File: src/logic/sdram_refresh_pkg.sv
// shared constants for the refresh and self-refresh link
package sdram_refresh_pkg;
  // timing in ns as printed or chosen, cycle counts derived at 50 mhz
  localparam int unsigned clk_period_ns = 20;
  localparam int unsigned trefi_ns = 7800;
  localparam int unsigned trfc_ns = 260;
  localparam int unsigned trp_ns = 14;
  localparam int unsigned txs_ns = 270;
  localparam int unsigned tcke_ns = 5;
  localparam int unsigned tckesr_ns = 10;
  localparam int unsigned txsdll_cycles = 512;
  // least times round up, tckesr with one cycle added, except tcke, which rounds down to at least one; longest times round down
  localparam int unsigned trfc_cycles = (trfc_ns + clk_period_ns - 1) / clk_period_ns;
  localparam int unsigned trp_cycles = (trp_ns + clk_period_ns - 1) / clk_period_ns;
  localparam int unsigned txs_cycles = (txs_ns + clk_period_ns - 1) / clk_period_ns;
  localparam int unsigned tckesr_cycles = (tckesr_ns + clk_period_ns - 1) / clk_period_ns + 1;
  localparam int unsigned tcke_cycles = (tcke_ns / clk_period_ns) > 0 ?
                                        (tcke_ns / clk_period_ns) : 1;
  localparam int unsigned trefi_cycles = trefi_ns / clk_period_ns;
  // refresh credit limits
  localparam int max_postponed = 8;
  localparam int max_pulled_in = 8;
  // burst select values on the burst-chop address bit
  localparam logic burst_chop4 = 1'b0;
  localparam logic burst_len8 = 1'b1;
  // command codes {cs_n, ras_n, cas_n, we_n}
  localparam logic [3:0] cmd_nop = 4'h7;
  localparam logic [3:0] cmd_refresh = 4'h1;
  localparam logic [3:0] cmd_read = 4'h5;
  localparam logic [3:0] cmd_write = 4'h4;
  localparam logic [3:0] cmd_precharge = 4'h2;
  localparam logic [3:0] cmd_activate = 4'h3;
  // device states
  typedef enum logic [2:0] {
    st_idle = 3'b000,
    st_refresh = 3'b001,
    st_selfref = 3'b011,
    st_exit = 3'b010
  } dev_state_e;
endpackage : sdram_refresh_pkg

File: src/logic/sdram_cmd_if.sv
// command link between controller and device
`timescale 1ns/1ps
interface sdram_cmd_if;
  logic cs_n;
  logic ras_n;
  logic cas_n;
  logic we_n;
  logic cke;
  logic odt;
  logic [15:0] addr;
  logic wr_err;
  modport ctrl (output cs_n, ras_n, cas_n, we_n, cke, odt, addr, output wr_err);
  modport dev (input cs_n, ras_n, cas_n, we_n, cke, odt, addr, wr_err);
endinterface : sdram_cmd_if

File: src/logic/sdram_refresh_dev.sv
// device end: command decode, refresh and self-refresh behaviour
`timescale 1ns/1ps
// Rules from the document
// a12 picks chop four or eight beats
// setup/hold error spoils only addressed location
// strobe errors spoil only that write
// refresh decoded from cs ras cas low
// refresh only after all banks precharged
// internal row counter, banks idle afterwards
// only nop until refresh cycle ends
// refreshes issued every refresh interval average
// at most eight refreshes postponed
// eight pulled-in refreshes earn credit, no more
// postponed refreshes done before self-refresh
// self-refresh entry decoded with cke low
// termination off before self-refresh entry
// cke held low, minimum residency kept
// dll off on entry, reset on exit
// ignore inputs, refresh internally within tcke
// clock stable before raising cke
// exit waits tXS or tXSDLL
// nop only and cke high during exit
// extra refresh before self-refresh re-entry
// zq calibration after exit when needed; no zq calibration is issued here
// controller tracks bounded signed refresh credit
module sdram_refresh_dev #(
  parameter int unsigned row_w = 16,
  parameter int unsigned sr_timer = sdram_refresh_pkg::trefi_cycles
) (
  // clock and reset
  input wire logic core_clk,
  input wire logic reset,
  // command link
  sdram_cmd_if.dev link,
  // user side status
  output logic busy_q,
  output logic in_selfref_q,
  output logic dll_locked_q,
  output logic [row_w-1:0] refresh_row_q,
  output logic refresh_pulse_q,
  output logic burst8_q,
  output logic burst_valid_q,
  output logic [9:0] col_q,
  output logic corrupt_q,
  output logic [9:0] corrupt_col_q,
  output logic protocol_err_q
);
  initial begin
    if (row_w < 1 || row_w > 16) $error("row_w out of range");
    if (sr_timer < 1) $error("sr_timer must be positive");
  end

  // previous cke for edge detection
  logic cke_prev_q;
  sdram_refresh_pkg::dev_state_e state_q;
  sdram_refresh_pkg::dev_state_e state_d;
  logic [15:0] timer_q;
  logic [15:0] timer_d;
  logic [15:0] sr_cnt_q;

  // command decode
  wire [3:0] cmd = {link.cs_n, link.ras_n, link.cas_n, link.we_n};
  wire cmd_is_nop = link.cs_n | (cmd == sdram_refresh_pkg::cmd_nop);
  wire is_ref = (cmd == sdram_refresh_pkg::cmd_refresh) && link.cke && cke_prev_q;
  wire is_sre = (cmd == sdram_refresh_pkg::cmd_refresh) && !link.cke && cke_prev_q;
  wire is_rw = (cmd == sdram_refresh_pkg::cmd_read || cmd == sdram_refresh_pkg::cmd_write) &&
               link.cke;
  wire is_srx = link.cke && !cke_prev_q && cmd_is_nop;
  wire timer_done = (timer_q == 16'h0000);
  wire sr_tick = (sr_cnt_q == 16'h0000);
  wire non_nop = !cmd_is_nop && link.cke;

  // next state
  always_comb begin
    state_d = state_q;
    timer_d = timer_done ? 16'h0000 : timer_q - 16'h0001;
    case (state_q)
      sdram_refresh_pkg::st_idle: begin
        if (is_ref) begin
          state_d = sdram_refresh_pkg::st_refresh;
          timer_d = 16'(sdram_refresh_pkg::trfc_cycles - 1);
        end else if (is_sre) begin
          state_d = sdram_refresh_pkg::st_selfref;
          timer_d = 16'(sdram_refresh_pkg::tckesr_cycles);
        end
      end
      sdram_refresh_pkg::st_refresh: begin
        if (timer_done) begin
          state_d = sdram_refresh_pkg::st_idle;
        end
      end
      sdram_refresh_pkg::st_selfref: begin
        // only cke and a nop command are watched here
        if (is_srx) begin
          state_d = sdram_refresh_pkg::st_exit;
          timer_d = 16'(sdram_refresh_pkg::txsdll_cycles - 1);
        end
      end
      sdram_refresh_pkg::st_exit: begin
        if (is_sre) begin
          state_d = sdram_refresh_pkg::st_selfref;
          timer_d = 16'(sdram_refresh_pkg::tckesr_cycles);
        end else if (timer_done) begin
          state_d = sdram_refresh_pkg::st_idle;
        end
      end
      default: state_d = sdram_refresh_pkg::st_idle;
    endcase
  end

  // state and timers
  always_ff @(posedge core_clk or posedge reset) begin
    if (reset) begin
      state_q <= sdram_refresh_pkg::st_idle;
      timer_q <= 16'h0000;
      // matches the idle-high level of cke so no false exit edge follows reset
      cke_prev_q <= 1'b1;
    end else begin
      state_q <= state_d;
      timer_q <= timer_d;
      cke_prev_q <= link.cke;
    end
  end

  // internal self-refresh timer, first refresh right after entry
  always_ff @(posedge core_clk or posedge reset) begin
    if (reset) begin
      sr_cnt_q <= 16'h0000;
    end else if (state_q != sdram_refresh_pkg::st_selfref) begin
      sr_cnt_q <= 16'h0000;
    end else if (sr_tick) begin
      sr_cnt_q <= 16'(sr_timer - 1);
    end else begin
      sr_cnt_q <= sr_cnt_q - 16'h0001;
    end
  end

  // internal row counter advances on each refresh, address ignored
  wire do_refresh = is_ref && state_q == sdram_refresh_pkg::st_idle ||
                    (state_q == sdram_refresh_pkg::st_selfref && sr_tick);
  always_ff @(posedge core_clk or posedge reset) begin
    if (reset) begin
      refresh_row_q <= '0;
      refresh_pulse_q <= 1'b0;
    end else begin
      refresh_pulse_q <= do_refresh;
      if (do_refresh) begin
        refresh_row_q <= refresh_row_q + 1'b1;
      end
    end
  end

  // status and dll handling
  always_ff @(posedge core_clk or posedge reset) begin
    if (reset) begin
      busy_q <= 1'b0;
      in_selfref_q <= 1'b0;
      dll_locked_q <= 1'b1;
    end else begin
      busy_q <= state_d != sdram_refresh_pkg::st_idle;
      in_selfref_q <= state_d == sdram_refresh_pkg::st_selfref;
      // off in self-refresh, relocks after the dll exit delay
      dll_locked_q <= state_d == sdram_refresh_pkg::st_idle ||
                      state_d == sdram_refresh_pkg::st_refresh;
    end
  end

  // burst decode; a12 is never a column bit
  always_ff @(posedge core_clk or posedge reset) begin
    if (reset) begin
      burst8_q <= 1'b0;
      burst_valid_q <= 1'b0;
      col_q <= 10'h000;
      corrupt_q <= 1'b0;
      corrupt_col_q <= 10'h000;
    end else begin
      burst_valid_q <= is_rw && state_q == sdram_refresh_pkg::st_idle;
      if (is_rw) begin
        burst8_q <= link.addr[12] == sdram_refresh_pkg::burst_len8;
        col_q <= link.addr[9:0];
      end
      // a strobe error marks only the addressed column, no lockup
      corrupt_q <= is_rw && cmd == sdram_refresh_pkg::cmd_write && link.wr_err;
      if (is_rw && link.wr_err) begin
        corrupt_col_q <= link.addr[9:0];
      end
    end
  end

  // flags commands during refresh cycle or exit window
  always_ff @(posedge core_clk or posedge reset) begin
    if (reset) begin
      protocol_err_q <= 1'b0;
    end else begin
      protocol_err_q <= non_nop && (state_q == sdram_refresh_pkg::st_refresh ||
                        (state_q == sdram_refresh_pkg::st_exit && !is_sre));
    end
  end
endmodule : sdram_refresh_dev

File: src/flat_wrapper.sv
// flat-port wrapper written by rule: the top's interface ports become plain ports
module sdram_refresh_dev_flat 
#(
  parameter int unsigned row_w = 16,
  parameter int unsigned sr_timer = sdram_refresh_pkg::trefi_cycles
)
  (core_clk, reset, busy_q, in_selfref_q, dll_locked_q, refresh_row_q, refresh_pulse_q, burst8_q, burst_valid_q, col_q, corrupt_q, corrupt_col_q, protocol_err_q, link_cs_n, link_ras_n, link_cas_n, link_we_n, link_cke, link_odt, link_addr, link_wr_err);
  sdram_cmd_if link_i ();
  input wire logic core_clk;
  input wire logic reset;
  output logic busy_q;
  output logic in_selfref_q;
  output logic dll_locked_q;
  output logic [row_w-1:0] refresh_row_q;
  output logic refresh_pulse_q;
  output logic burst8_q;
  output logic burst_valid_q;
  output logic [9:0] col_q;
  output logic corrupt_q;
  output logic [9:0] corrupt_col_q;
  output logic protocol_err_q;
  input wire logic [$bits(link_i.cs_n)-1:0] link_cs_n;
  input wire logic [$bits(link_i.ras_n)-1:0] link_ras_n;
  input wire logic [$bits(link_i.cas_n)-1:0] link_cas_n;
  input wire logic [$bits(link_i.we_n)-1:0] link_we_n;
  input wire logic [$bits(link_i.cke)-1:0] link_cke;
  input wire logic [$bits(link_i.odt)-1:0] link_odt;
  input wire logic [$bits(link_i.addr)-1:0] link_addr;
  input wire logic [$bits(link_i.wr_err)-1:0] link_wr_err;
  assign link_i.cs_n = link_cs_n;
  assign link_i.ras_n = link_ras_n;
  assign link_i.cas_n = link_cas_n;
  assign link_i.we_n = link_we_n;
  assign link_i.cke = link_cke;
  assign link_i.odt = link_odt;
  assign link_i.addr = link_addr;
  assign link_i.wr_err = link_wr_err;
  sdram_refresh_dev #(.row_w(row_w), .sr_timer(sr_timer)) u_core (.core_clk(core_clk), .reset(reset), .link(link_i), .busy_q(busy_q), .in_selfref_q(in_selfref_q), .dll_locked_q(dll_locked_q), .refresh_row_q(refresh_row_q), .refresh_pulse_q(refresh_pulse_q), .burst8_q(burst8_q), .burst_valid_q(burst_valid_q), .col_q(col_q), .corrupt_q(corrupt_q), .corrupt_col_q(corrupt_col_q), .protocol_err_q(protocol_err_q));
endmodule
File: config.mk
export PLATFORM = sky130hd
export DESIGN_NAME = sdram_refresh_dev_flat
export DESIGN_NICKNAME = d
export VERILOG_FILES = /design/src/logic/sdram_refresh_pkg.sv /design/src/logic/sdram_cmd_if.sv /design/src/logic/sdram_refresh_dev.sv /design/src/flat_wrapper.sv
export SDC_FILE = /design/constraint.sdc
export NUM_CORES = 1
export LEC_CHECK = 0
export BUFFER_PORTS_ARGS = -buffer_cell sky130_fd_sc_hd__buf_4
export CORE_MARGIN = 4
export CORE_UTILIZATION = 35
export DETAILED_ROUTE_END_ITERATION = 8
export PLACE_DENSITY_LB_ADDON = 0.1
export REMOVE_ABC_BUFFERS = 1
export SLEW_MARGIN = 40
export SYNTH_ARGS = -nofsm -noshare
export SYNTH_HDL_FRONTEND = slang
export SYNTH_SLANG_ARGS = --single-unit
File: constraint.sdc
create_clock -name core_clk -period 4.65 [get_ports core_clk]
set_input_delay 0.465 -clock core_clk [delete_from_list [all_inputs] [get_ports core_clk]]
set_output_delay 0.465 -clock core_clk [all_outputs]
set_load 0.01 [all_outputs]
### After elaboration in Yosys (flattened, before gate mapping)

Index checks and enable logic that the tools add are counted.

| word-level totals | value |
|---|---|
| bits in registers | 80 |
| word-level logic and storage cells | 71 |

| operators by class | value |
|---|---|
| bitwise gates (word level) | 1 |
| add/sub/neg operators | 3 |
| equality and inequality tests | 10 |
| reduce and logical (&&, ||, !) cells | 29 |
| mux-type cells | 13 |

Operators by type and width:

| cell | count |
|---|---|
| 2-to-1 mux 16 bit | 6 |
| one-hot mux 16 bit (3 select lines) | 1 |
| logical NOT 16 bit | 2 |
| subtractor 16 x 1 -> 16 bit, second input constant | 2 |
| adder 16 x 1 -> 16 bit, second input constant | 1 |
| logical AND 1 bit | 16 |
| 2-to-1 mux 3 bit | 5 |
| equality test 4 x 3 -> 1 bit, second input constant | 3 |
| one-hot mux 3 bit (4 select lines) | 1 |
| equality test 3 x 2 -> 1 bit, second input constant | 3 |
| equality test 3 x 1 -> 1 bit, second input constant | 2 |
| logical NOT 3 bit | 2 |
| equality test 4 x 1 -> 1 bit, second input constant | 1 |
| logical NOT 1 bit | 4 |
| logical OR 1 bit | 4 |
| != test 3 x 2 -> 1 bit, second input constant | 1 |
| nonzero test 3 bit | 1 |
| bitwise OR 1 bit | 1 |

### Longest topological paths before layout

| logic depth | value |
|---|---|
| word-level depth | 8 |
| depth in mapped cells | 9 |
| gate-level depth less buffers | 7 |

### Worst setup path after synthesis

No wires, ideal clock.

| timing | value |
|---|---|
| path kind | reg2reg |
| start | reg u_core.sr_cnt_q[6] |
| end | reg u_core.refresh_row_q[3] |
| stages on the path, launching flop included | 8 |
| period minus slack after synthesis | 2.220 ns |
| data required time | 4.524 ns |
| slack | 2.430 ns |
| library setup time | 0.126 ns |
| data arrival time | 2.093 ns |
| buffers on the path | 2 |
| cell sequence | dfrtp_1 or3_4 or4_4 buf_6 o41ai_4 buf_6 nand4_1 xnor2_1 |

| between the ends | value |
|---|---|
| longest elaborated chain between the ends | 3 |

RTL lines:

| element | line | text |
|---|---|---|
| from (decl) | sdram_refresh_dev.sv:59 | `logic [15:0] sr_cnt_q;` |
| from (signal assigned) | sdram_refresh_dev.sv:132 | `sr_cnt_q <= 16'(sr_timer - 1);` |
| from (signal assigned) | sdram_refresh_dev.sv:134 | `sr_cnt_q <= sr_cnt_q - 16'h0001;` |
| logical NOT 16 bit | sdram_refresh_dev.sv:70 | `wire sr_tick = (sr_cnt_q == 16'h0000);` |
| logical AND 1 bit | sdram_refresh_dev.sv:140 | `(state_q == sdram_refresh_pkg::st_selfref && sr_tick);` |
| logical OR 1 bit | sdram_refresh_dev.sv:139 | `wire do_refresh = is_ref && state_q == sdram_refresh_pkg::st_idle \|\|` |
| to (signal assigned) | sdram_refresh_dev.sv:148 | `refresh_row_q <= refresh_row_q + 1'b1;` |
| to (decl) | sdram_refresh_dev.sv:39 | `output logic [row_w-1:0] refresh_row_q,` |

No other way between the ends.
A chain may end at the register's enable or synchronous reset.

### Worst setup path after layout

| timing | value |
|---|---|
| start | reg u_core.sr_cnt_q[6] |
| end | reg u_core.refresh_row_q[1] |

The elaborated chain is that of the path after synthesis.

==> flow_metrics.tcl <==
set metrics [dict create \
    worst_path_largest_cell_delay_ns 0.69 \
    critPathLaunchType "flop" \
    clock-root-buffer "sky130_fd_sc_hd__clkbuf_8" \
    grt_pass1_wl_mm 12.55 \
    cts_tree "built" \
    finalSetupViolCount 0 \
    post-place-ws_ns 2.116 \
    post_cts_hold_buffer_count 0 \
    antenna-diode-count 0 \
    flops_latches_synth 80 \
    cts.sink_count 80 \
    holdWs_ns 0.1983 \
    drt-pass1-iter-count 4 \
    period_share_pct 53.92 \
    power.share.switching_pct 28.93 \
    final_net_count 419 \
    synth_commonest_cells "78 x sky130_fd_sc_hd__dfrtp_1, 45 x sky130_fd_sc_hd__nor2_1, 26 x sky130_fd_sc_hd__xnor2_1" \
    post_cts.resized_instances 0 \
    globalplace.congestion 0.7479 \
    power.share.clock_pct 29.2 \
    critical_path.top_delay_family "simple AND/OR/NAND/NOR gates" \
    post-route-min-period_ns 2.507 \
    outcome "complete, no violations" \
    route.detailed.drc 0 \
    synth-seq-area-share_pct 55.26 \
    synth-warning-count 0 \
    start_util_pct 36.44 \
    async_flop_share_pct 100.0 \
    synth_top_cell_by_area "sky130_fd_sc_hd__dfrtp_1" \
    grt_start_max_net_pins 42 \
    path_category_of_the_worst_min_delay_check "in -> async" \
    peakVddDrop_mv 0.1611 \
    p_leak_nw 2.082 \
    initial_antenna_violation_count 0 \
    setup_total_negative_slack_ns 0 \
    cts.path.max_buffers 2 \
    total_number_of_vias 2531 \
    synth_edf_count 0 \
    area_grow_syn2layout_pct 21.21 \
    syn-mean-instance-area_um2 11.06 \
    core.rowCount 36 \
    timing.critical_path.fanout_max 11 \
    dpl.hpwl_mm 5.120 \
    skew_ns 0.008855 \
    synth.lib_cells_used.distinct 44 \
    critPathBufInv 0 \
    routed_via_count_divided_by_cell_count 4.794 \
    grt_remaining_overflow 0 \
    syn_inst 328 \
    max_freq_mhz 398.9 \
    final_critical_path_setup_slack_ns 2.143 \
    synth_top_area_share_pct 53.81 \
    synth.area.top_cells "sky130_fd_sc_hd__dfrtp_1 54%, sky130_fd_sc_hd__mux2_2 6.8%, sky130_fd_sc_hd__xnor2_1 6.3%" \
    postCtsSetupRepairBufs 0 \
    fp.dieW_um 109.8 \
    cp.arrival_ns 2.75 \
    comb_power_share_pct 19.9 \
    rsz0062_at_grt "false" \
    timing.slew.headroom_pct 54.12 \
    numCtsBuffers 9 \
    clkTransAtPathRegs_ns 0.09 \
    drv_slew 0 \
    htree_num_levels 3 \
    die_y_um 109.8 \
    power_per_cell_area_mw_per_mm2 399.9 \
    drv_cap 0 \
    crit_path_cell_trace "or3_4 -> or4_4 -> o41ai_4 -> mux2_2" \
    timing.critical_path.slowest_stage_cell "sky130_fd_sc_hd__o41ai_4" \
    layout-drive-gt1-share_pct 28.86 \
    final_antenna_net_count 0 \
    grt_use_total_pct 13.30 \
    synth.cell_area_mm2 0.003627 \
    post-layout-total-power_w 0.001758 \
    power.switching_w 0.0005087 \
    timing.critical_path.required_ns 4.89 \
    tightest_slew_ns 0.6874 \
    core_region_area_mm2 0.009955 \
    report.final.hold_viol_count 0 \
    worstSetupEndpointType "flop" \
    vias_in_the_first_global_route 2573 \
    io_pins 69 \
    synth-main-ff-cell "sky130_fd_sc_hd__dfrtp_1" \
    yosysMostFrequentCell "sky130_fd_sc_hd__dfrtp_1" \
    drt_wl_total_mm 7.403 \
    drt_first_iter_violations 81 \
    p_int_w 0.001249 \
    critical_path_start_end_classification "reg -> reg" \
    worstSkewPairLatency_ns 0.34 \
    drt-wirelength-per-cell_um 14.02 \
    io_buffer_count 62 \
    power.sequential.fraction_pct 50.8 \
    die_footprint_mm2 0.01206 \
]
metal layers:
layer | wire length [um] | GRT usage (%) | vias to the layer above
li1 | - | - | 1255
met1 | 3444 | 17.09 | 1212
met2 | 3393 | 21.10 | 55
met3 | 489 | 4.991 | 9
met4 | 76 | 3.473 | 0
met5 | 0 | 0 | -
power by group through the flow:
| stage | clock, W | sequential (W) | combinational [W] |
|---|---|---|---|
| global route | 0.000575 | 0.000911 | 0.000399 |
| detailed placement | 0 | 0.000908 | 0.000356 |
| floorplan | 0 | 0.000914 | 0.000204 |
| global placement | 0 | 0.000907 | 0.000352 |
| CTS | 0.000539 | 0.000896 | 0.000357 |
| finish | 0.000514 | 0.000894 | 0.000351 |
worst register-to-register path, stage by stage, from the launching register on:
cell	delay (ns)
sky130_fd_sc_hd__dfrtp_1	0.41
sky130_fd_sc_hd__or3_4	0.40
sky130_fd_sc_hd__or4_4	0.50
sky130_fd_sc_hd__o41ai_4	0.69
sky130_fd_sc_hd__mux2_2	0.40
cells by family after synthesis:
| family | Yosys count | share of synthesized area (%) |
|---|---|---|
| AOI/OAI and AO/OA | 32 | 6.244 |
| xor gates and xnor gates | 37 | 8.934 |
| adders and majority gates | 4 | 1.380 |
| buffers and inverters | 19 | 2.553 |
| DFF | 80 | 55.26 |
| muxes | 24 | 7.382 |
| other | 1 | 0.1034 |
| and+or+nand+nor | 131 | 18.14 |
registers in the layout, summed over array words and instances, names as in the netlist:
register / count
u_core.sr_cnt_q: 16
u_core.state_q: 3
u_core.in_selfref_q: 1
u_core.burst8_q: 1
u_core.dll_locked_q: 1
u_core.col_q: 10
u_core.busy_q: 1
u_core.corrupt_q: 1
u_core.burst_valid_q: 1
u_core.cke_prev_q: 1
u_core.timer_q: 16
u_core.corrupt_col_q: 10
u_core.refresh_row_q: 16
u_core.protocol_err_q: 1
u_core.refresh_pulse_q: 1
worst paths after layout:
check                                    startpoint                        to  slack [ns]  cells after the start
min in group core_clk                      link_cke         u_core.cke_prev_q        0.28                      1
max                              u_core.sr_cnt_q[6]   u_core.refresh_row_q[1]        2.14                      4
max in group asynchronous                     reset         u_core.cke_prev_q        3.46                      3
min                                           reset         u_core.timer_q[8]        0.20                      2
min reg2reg                u_core.refresh_row_q[15]  u_core.refresh_row_q[15]        0.47                      1
max reg2reg                      u_core.sr_cnt_q[6]   u_core.refresh_row_q[1]        2.14                      4
cells in the final DEF, fill, tap and decap left out, types with 2 or more instances in the layout:
cell                         count
sky130_fd_sc_hd__nor4_1          3
sky130_fd_sc_hd__nand3_1        10
sky130_fd_sc_hd__nand4_1         8
sky130_fd_sc_hd__clkbuf_8        9
sky130_fd_sc_hd__mux2i_1         2
sky130_fd_sc_hd__nor3_1         16
sky130_fd_sc_hd__o31ai_1         3
sky130_fd_sc_hd__nand3b_1        3
sky130_fd_sc_hd__dfstp_2         2
sky130_fd_sc_hd__or4_1           2
sky130_fd_sc_hd__clkinvlp_4      2
sky130_fd_sc_hd__xor2_1         11
sky130_fd_sc_hd__mux2_2         22
sky130_fd_sc_hd__or2_2           4
sky130_fd_sc_hd__ha_1            4
sky130_fd_sc_hd__and3_1          5
sky130_fd_sc_hd__inv_1           6
sky130_fd_sc_hd__dfrtp_1        78
sky130_fd_sc_hd__inv_6           2
sky130_fd_sc_hd__clkinv_2        2
sky130_fd_sc_hd__or3_1           5
sky130_fd_sc_hd__nor2_1         45
sky130_fd_sc_hd__buf_4          63
sky130_fd_sc_hd__a21oi_1        18
sky130_fd_sc_hd__nand2_1        20
sky130_fd_sc_hd__xnor2_1        26
sky130_fd_sc_hd__nor4b_1         2
sky130_fd_sc_hd__o21ai_0         4
cell type report:
class,instances,area (um2)
sequential,80,2004
clock buffer,10,127.6
timing repair buffer,63,473.0
inverter,7,27.53
multi-input combinational,229,1530
fill,970,5558
clock inverter,6,67.56
tap,133,166.4
per-stage QoR:
stage               cell area [um2]  util, %  cells
global route                   4397    44.17    528
global placement               4202    42.21    512
CTS                            4397    44.17    528
floorplan                      3561        -    316
finish                         4397    44.17    528
detailed placement             4202    42.21    512
(Power assumes the default switching activity.)
